<file path="config.mk">
export PLATFORM = sky130hd
export DESIGN_NAME = uart_autobaud_wake
export DESIGN_NICKNAME = d
export VERILOG_FILES = /design/src/design/uart_abd_pkg.sv /design/src/design/uart_autobaud_wake.sv
export SDC_FILE = /design/constraint.sdc
export NUM_CORES = 1
export LEC_CHECK = 0
export BUFFER_PORTS_ARGS = -buffer_cell sky130_fd_sc_hd__buf_2
export CORE_MARGIN = 1.5
export CORE_UTILIZATION = 50
export CTS_CLUSTER_DIAMETER = 200
export DETAILED_ROUTE_END_ITERATION = 10
export PLACE_DENSITY = 0.7
export SETUP_SLACK_MARGIN = 0.15
export SLEW_MARGIN = 40
export SYNTH_ARGS = -nofsm -noshare
export SYNTH_HDL_FRONTEND = slang
export SYNTH_SLANG_ARGS = --single-unit
export TNS_END_PERCENT = 50
</file>
<file path="constraint.sdc">
create_clock -name clk -period 5.1 [get_ports clk]
set_clock_uncertainty 0.05 [all_clocks]
set_input_delay 0 -clock clk [delete_from_list [all_inputs] [get_ports clk]]
set_output_delay 0 -clock clk [all_outputs]
set_load 0.05 [all_outputs]
</file>
<file path="src/design/uart_abd_pkg.sv">
// How it works
// - setting autobaud holds receiver idle while calibrating
// - measure a 55h sync with five rises
// - count starts on first rise after start
// - fifth rise: keep count, clear enable, flag
// - reading receive data clears flag; software discards
// - divisor pair is one 16-bit counter
// - counter runs at base clock over eight
// - speed selects pick osc/512, /128 or /32
// - counter starts at one; software subtracts one
// - with wake enabled, measure byte after break
// - wake-on-break only in asynchronous mode
// - wake enabled: receiver held idle, line watched
// - falling receive line is the wake event
// - wake event sets flag; async request in sleep
// - rising edge ending break clears wake enable
// - non-zero char: rest arrives as fragment
// - sleep stops only baud counting; wake detector runs
package uart_abd_pkg;

    localparam int ADDR_W = 2;
    localparam int DATA_W = 8;

    // register offsets
    localparam logic [ADDR_W-1:0] OFF_CONTROL = 2'h0;
    localparam logic [ADDR_W-1:0] OFF_DIV_LOW = 2'h1;
    localparam logic [ADDR_W-1:0] OFF_DIV_HIGH = 2'h2;
    localparam logic [ADDR_W-1:0] OFF_RX_DATA = 2'h3;

    // baud_control_reg fields
    localparam int AUTOBAUD_EN_BIT = 0;
    localparam int WAKE_EN_BIT = 1;
    localparam int SYNC_MODE_BIT = 2;
    localparam int DIV16_BIT = 3;
    localparam int HIGH_SPEED_BIT = 4;
    localparam int IDLE_BIT = 6;
    localparam int IRQ_BIT = 7;

    localparam logic [DATA_W-1:0] REG_RESET = 8'h00;

    // calibration counter
    localparam int COUNT_W = 16;
    localparam logic [COUNT_W-1:0] COUNT_START = 16'h0001;
    localparam logic [COUNT_W-1:0] COUNT_STEP = 16'h0001;

    // autobaud clock dividers, terminal counts for osc/512, /128, /32
    localparam int PRESCALE_W = 9;
    localparam logic [PRESCALE_W-1:0] DIV_SLOW = 9'h1ff;
    localparam logic [PRESCALE_W-1:0] DIV_MID = 9'h07f;
    localparam logic [PRESCALE_W-1:0] DIV_FAST = 9'h01f;
    localparam logic [PRESCALE_W-1:0] PRESCALE_STEP = 9'h001;

    // rising edges counted before the closing fifth one
    localparam logic [2:0] RISE_LAST = 3'h4;
    localparam logic [2:0] RISE_FIRST = 3'h1;
    localparam logic [2:0] RISE_STEP = 3'h1;

    typedef struct packed {
        logic [ADDR_W-1:0] addr;
        logic [DATA_W-1:0] wdata;
        logic wr;
        logic rd;
    } reg_req_t;

    typedef struct packed {
        logic div16;
        logic high_speed;
        logic [COUNT_W-1:0] divisor;
    } baud_cfg_t;

    typedef enum logic [4:0] {
        ST_IDLE = 5'b00001,
        ST_AFTER_BREAK = 5'b00010,
        ST_WAIT_START = 5'b00100,
        ST_WAIT_RISE = 5'b01000,
        ST_MEASURE = 5'b10000
    } abd_state_t;

endpackage

</file>
<file path="src/design/uart_autobaud_wake.sv">
`timescale 1ns/10ps
module uart_autobaud_wake
    import uart_abd_pkg::*;
#(
    parameter int CNT_W = 16
) (
    // clock and reset
    input wire logic clk,
    input wire logic sys_rst,
    // register port
    input wire reg_req_t req,
    output logic [DATA_W-1:0] rdata,
    // serial pin and power state
    input wire logic receive_line,
    input wire logic sleep_mode,
    // normal receiver
    input wire logic receiver_busy,
    input wire logic [DATA_W-1:0] rx_byte,
    input wire logic rx_byte_done,
    output logic receiver_hold,
    // baud generator and wake
    output baud_cfg_t baud_cfg,
    output logic wake_request
);

    generate
        if (CNT_W != COUNT_W) begin : g_bad_width
            $error("divisor pair must be 16 bits");
        end
    endgenerate

    ////////////////////////////////////////////////////////////////////////////////
    // receive line synchroniser and edges

    logic rx_meta;
    logic rx_sync;
    logic rx_prev;

    always_ff @(posedge clk) begin
        if (sys_rst) begin
            rx_meta <= 1'b1;
            rx_sync <= 1'b1;
            rx_prev <= 1'b1;
        end else begin
            rx_meta <= receive_line;
            rx_sync <= rx_meta;
            rx_prev <= rx_sync;
        end
    end

    wire rise = rx_sync & ~rx_prev;
    wire fall = ~rx_sync & rx_prev;
    // sleep halts only the autobaud sequencer; registers, flags and the wake detector keep going
    wire run = ~sleep_mode;

    ////////////////////////////////////////////////////////////////////////////////
    // register decode

    logic autobaud_enable;
    logic wake_on_break_enable;
    logic sync_mode;
    logic divisor_16bit_select;
    logic high_speed_select;
    logic receive_irq_flag;
    logic [DATA_W-1:0] divisor_low;
    logic [DATA_W-1:0] divisor_high;
    logic [DATA_W-1:0] receive_data_reg;
    abd_state_t state;
    abd_state_t next_state;
    logic [PRESCALE_W-1:0] prescale;
    logic [2:0] rises;

    wire sel_ctl = req.addr == OFF_CONTROL;
    wire sel_low = req.addr == OFF_DIV_LOW;
    wire sel_high = req.addr == OFF_DIV_HIGH;
    wire sel_rx = req.addr == OFF_RX_DATA;
    wire wr_ctl = req.wr & sel_ctl;
    wire wr_low = req.wr & sel_low;
    wire wr_high = req.wr & sel_high;
    wire rd_rx = req.rd & sel_rx;

    wire receiver_idle_flag = ~receiver_busy;
    wire [DATA_W-1:0] ctl_view = {receive_irq_flag, receiver_idle_flag, 1'b0,
        high_speed_select, divisor_16bit_select, sync_mode,
        wake_on_break_enable, autobaud_enable};
    wire [DATA_W-1:0] read_mux = sel_ctl ? ctl_view :
        sel_low ? divisor_low :
        sel_high ? divisor_high : receive_data_reg;
    wire [DATA_W-1:0] next_rdata = req.rd ? read_mux : REG_RESET;

    ////////////////////////////////////////////////////////////////////////////////
    // wake-on-break

    wire wake_active = wake_on_break_enable & ~sync_mode;
    wire wake_event = wake_active & fall;
    wire wake_end = wake_active & rise;

    // raw pin path: the only thing alive while the clocks are stopped
    assign wake_request = wake_active & ~receive_line;

    // normal reception parked while calibrating or watching for a break
    assign receiver_hold = autobaud_enable | wake_active;

    ////////////////////////////////////////////////////////////////////////////////
    // autobaud sequencer

    wire state_measure = state == ST_MEASURE;
    wire fast_sel = divisor_16bit_select & high_speed_select;
    wire slow_sel = ~divisor_16bit_select & ~high_speed_select;
    // base clock over eight: osc/64, /16, /4 become /512, /128, /32
    wire [PRESCALE_W-1:0] div_sel = fast_sel ? DIV_FAST :
        slow_sel ? DIV_SLOW : DIV_MID;
    wire meas_tick = state_measure & run & (prescale >= div_sel);
    wire first_rise = (state == ST_WAIT_RISE) & rise & run;
    wire abd_done = state_measure & rise & run & (rises == RISE_LAST);

    always_comb begin
        next_state = state;
        case (state)
            ST_IDLE: begin
                if (autobaud_enable) begin
                    next_state = wake_active ? ST_AFTER_BREAK : ST_WAIT_START;
                end
            end
            ST_AFTER_BREAK: begin
                if (!wake_active) begin
                    next_state = ST_WAIT_START;
                end
            end
            ST_WAIT_START: begin
                if (fall && run) begin
                    next_state = ST_WAIT_RISE;
                end
            end
            ST_WAIT_RISE: begin
                if (first_rise) begin
                    next_state = ST_MEASURE;
                end
            end
            ST_MEASURE: begin
                if (abd_done) begin
                    next_state = ST_IDLE;
                end
            end
            default: begin
                next_state = ST_IDLE;
            end
        endcase
        // software abort drops the sequence
        if (!autobaud_enable) begin
            next_state = ST_IDLE;
        end
    end

    wire [COUNT_W-1:0] pair = {divisor_high, divisor_low};
    // counter owns the pair during calibration, software writes are lost
    wire [COUNT_W-1:0] next_pair = first_rise ? COUNT_START :
        meas_tick ? pair + COUNT_STEP : pair;
    wire [PRESCALE_W-1:0] next_prescale = (first_rise || meas_tick) ? '0 :
        (state_measure && run) ? prescale + PRESCALE_STEP : prescale;
    wire [2:0] next_rises = first_rise ? RISE_FIRST :
        (state_measure && rise && run) ? rises + RISE_STEP : rises;
    wire calibrating = first_rise | state_measure;

    ////////////////////////////////////////////////////////////////////////////////
    // control and flag updates

    wire next_autobaud = wr_ctl ? req.wdata[AUTOBAUD_EN_BIT] :
        (abd_done ? 1'b0 : autobaud_enable);
    wire next_wake = wr_ctl ? req.wdata[WAKE_EN_BIT] :
        (wake_end ? 1'b0 : wake_on_break_enable);
    wire rx_take = rx_byte_done & ~receiver_hold;
    wire irq_set = abd_done | wake_event | rx_take;
    // a set in the same cycle as the clearing read wins
    wire next_irq = irq_set | (receive_irq_flag & ~rd_rx);

    always_ff @(posedge clk) begin
        if (sys_rst) begin
            autobaud_enable <= 1'b0;
            wake_on_break_enable <= 1'b0;
            sync_mode <= 1'b0;
            divisor_16bit_select <= 1'b0;
            high_speed_select <= 1'b0;
            receive_irq_flag <= 1'b0;
        end else begin
            autobaud_enable <= next_autobaud;
            wake_on_break_enable <= next_wake;
            receive_irq_flag <= next_irq;
            if (wr_ctl) begin
                sync_mode <= req.wdata[SYNC_MODE_BIT];
                divisor_16bit_select <= req.wdata[DIV16_BIT];
                high_speed_select <= req.wdata[HIGH_SPEED_BIT];
            end
        end
    end

    always_ff @(posedge clk) begin
        if (sys_rst) begin
            divisor_low <= REG_RESET;
            divisor_high <= REG_RESET;
        end else if (calibrating) begin
            {divisor_high, divisor_low} <= next_pair;
        end else begin
            if (wr_low) begin
                divisor_low <= req.wdata;
            end
            if (wr_high) begin
                divisor_high <= req.wdata;
            end
        end
    end

    always_ff @(posedge clk) begin
        if (sys_rst) begin
            state <= ST_IDLE;
            prescale <= '0;
            rises <= '0;
        end else begin
            state <= next_state;
            prescale <= next_prescale;
            rises <= next_rises;
        end
    end

    always_ff @(posedge clk) begin
        if (sys_rst) begin
            receive_data_reg <= REG_RESET;
            rdata <= REG_RESET;
        end else begin
            if (rx_take) begin
                receive_data_reg <= rx_byte;
            end
            rdata <= next_rdata;
        end
    end

    assign baud_cfg = '{div16: divisor_16bit_select, high_speed: high_speed_select,
        divisor: pair};
endmodule

</file>
==> results.md <==
* Initial drt markers at 270
* DR vias/cell at 6.06
* Via count at about 3100
* Rows at 28
* Inst Count DP at 482
* Hold Crit Start: req[0]
* DRC violations left at 0
* Detail Placement HPWL at around 6200 µm
* Pwr per Cell Area at 289 mW/mm²
* Fin. Hold Viols at 0
* Pwr Total at approximately 1.1 mW
* Yosys top cell area share at 0.364
* Worst Setup SP: high_speed_select$_SDFFE_PP0P_
* Final Net Count at between 400 and 500
* Number of diodes at 0
* Syn nets at 407
* Cell variety after synth at 59
* Largest net degree at the start of global routing at 42
* HP Class: input pin to flop
* CP peak stage delay at between 0.6 and 0.7 ns
* Post-route cell area at just under 0.004 mm²
* Gates resized, CTS repair at 0
* CTS buffer count at 9
* Die Span Y at 82.9 µm
* Syn avg cell area at 8.56 µm²
* Initial Util at 0.530
* Area delta synth->final at 20.7%
* Number of global-route vias before repair at 2968
* Worst reg2reg startpoint: high_speed_select$_SDFFE_PP0P_
* Total GRT Usage at 0.264
* LEAKAGE at roughly 1.5 nW
* Avg WL per Cell at between 15 and 20 µm
* Pre-CTS WS at ~2.5 ns
* Worst path cell trace: or2_2, ha_1, a21oi_1, nand3_1, o21ai_2, nand3_1, nor2_1
* Biggest register: prescale
* Top cells by area, synth: dfxtp_1 36%, a21oi_1 5.6%, mux4_2 4.9%
* Synth warnings at 0
* Post-synthesis cell count at 373
* Worst EP required at 5.32 ns
* Worst Slack Setup Final at 2.43 ns
* Asr flop ratio synth at 0
* Slew headroom at 0.459
* Non-Filler Instances at slightly above 500
* Hold slack at ~0.026 ns
* Worst slew pin tran at between 0.8 and 0.9 ns
* Synth Register Bits at 58
* Post-DRT Antenna Nets at 0
* Ys flop type: dfxtp_1
* Ratio of cells with drive above 1 in the final layout at 0.216
* Nature of the critical path startpoint: flop
* Most common cell after layout, fill and taps aside: dfxtp_1
* Max-slew violations at 0
* Status: complete, no violations
* Clk sink count at 58
* Synth area leader: dfxtp_1
* Crit path top cell by count: nand3_1
* WS Path Type: flop to flop
* Critical Path End Type: flop
* Clk root buf: clkbuf_8
* Most frequent cells in the layout: 58 x dfxtp_1, 53 x buf_2, 41 x nand2_1
* RSZ-0062 raised after global routing: no
* Core Region at 0.00603 mm²
* Hold_buf cts at 16
* Buffers on Ports at 53
* First drt pass iteration count at 5
* Worst-path clk slew at approximately 0.07 ns
* Post-synth EDFFs at 0
* DRT Wirelength at between 8000 and 9000 µm
* # IOs at 54
* Crit Path Max Fanout at 17
* GPL Wtd Cong at 0.900
* Htree depth at 3
* Seq/Total Area, Yosys at 0.364
* Final setup vio count at 0
* Peak Freq at 0.374 GHz
* Crit share post-route at 0.524
* Worst skew pair latency at 0.34 ns
* Layout fillers at 539
* CTS Buffer Depth at 2
* Worst Path Arrival at between 2 and 3 ns
* Post-route setup TNS at 0 ns
* Full die area at 0.00687 mm²
* Dpl cell area at 0.00346 mm²
* Mapped cell area at 0.00319 mm²
* Post-CTS Setup Repair Bufs at 0
* Global-route wire length before repair at 14600 µm
* Final critical-path required period at approximately 2.7 ns
* Max Cap Viol at 0
* CTS tree: done
* Final Util at 0.640
* Global route total overflow at 0
* Worst vdd ir at 197 µV
* Largest register FFs at 9
* CP max-delay cell: o21ai_2
* Die X at 82.9 µm
* Initial antenna violation count at 0
## kinds of logic after synthesis
logic type	share of synthesized area
AOI/OAI and AO/OA	0.198
muxes	0.0655
DFF	0.364
adders and majority gates	0.0314
and+or+nand+nor	0.266
buffers and inverters	0.0447
xor gates and xnor gates	0.0302
## layer usage
metal,track usage,vias up,part of all wire,wire [µm]
li1,-,1489,-,-
met4,0.129,0,0.027,245
met5,0,-,0,0
met2,0.401,132,0.45,4070
met1,0.369,1471,0.45,4040
met3,0.0378,25,0.066,592
## critical path, delay by kind of cell (launching register included)
family,cells,cell delay (ns)
AOI/OAI and AO/OA,2,0.77
adders and majority gates,1,0.32
DFF,1,0.35
and+or+nand+nor,4,1.11
## power breakdown
group          switching [mW]  internal (mW)  total, mW
Sequential             0.0151          0.466      0.481
Combinational          0.0774         0.0487      0.126
Clock                   0.193          0.314      0.508
Total                   0.286          0.829       1.12
## path summary, 6_finish.rpt
| path | end | slack, ns | cells past startpoint |
|---|---|---|---|
| max reg2reg | prescale[6]$_SDFFE_PP0P_ | 2.43 | 7 |
| min reg2reg | rx_sync$_SDFF_PP1_ | 0.37 | 1 |
| max | prescale[6]$_SDFFE_PP0P_ | 2.43 | 7 |
| min | receive_irq_flag$_SDFF_PP0_ | 0.03 | 4 |
## Yosys cell counts, drive strengths merged, types with 4 or more instances
cell type  instances
dfxtp             58
a32oi              4
inv               11
nand3             15
a21oi             36
a31oi              5
o21ai              6
ha                 8
nor2              37
buf               11
or2                5
nor2b             13
xor2               9
nand2             41
nor4               4
a22oi              6
mux4               7
o32ai              8
clkbuf             8
nor3              11
mux2i              4
and3               6
nand2b             8
nand4             10
## cell type report
type,instances,area (µm²),area share
Multi-Input combinational cell,284,1890,0.491
Sequential cell,58,1160,0.301
Timing Repair Buffer,69,425,0.110
Clock buffer,12,165,0.0429
Tap cell,75,93.8,0.0244
Clock inverter,4,72.6,0.0188
Inverter,12,45.0,0.0117
Note: power is estimated with default switching activity, not from simulation.
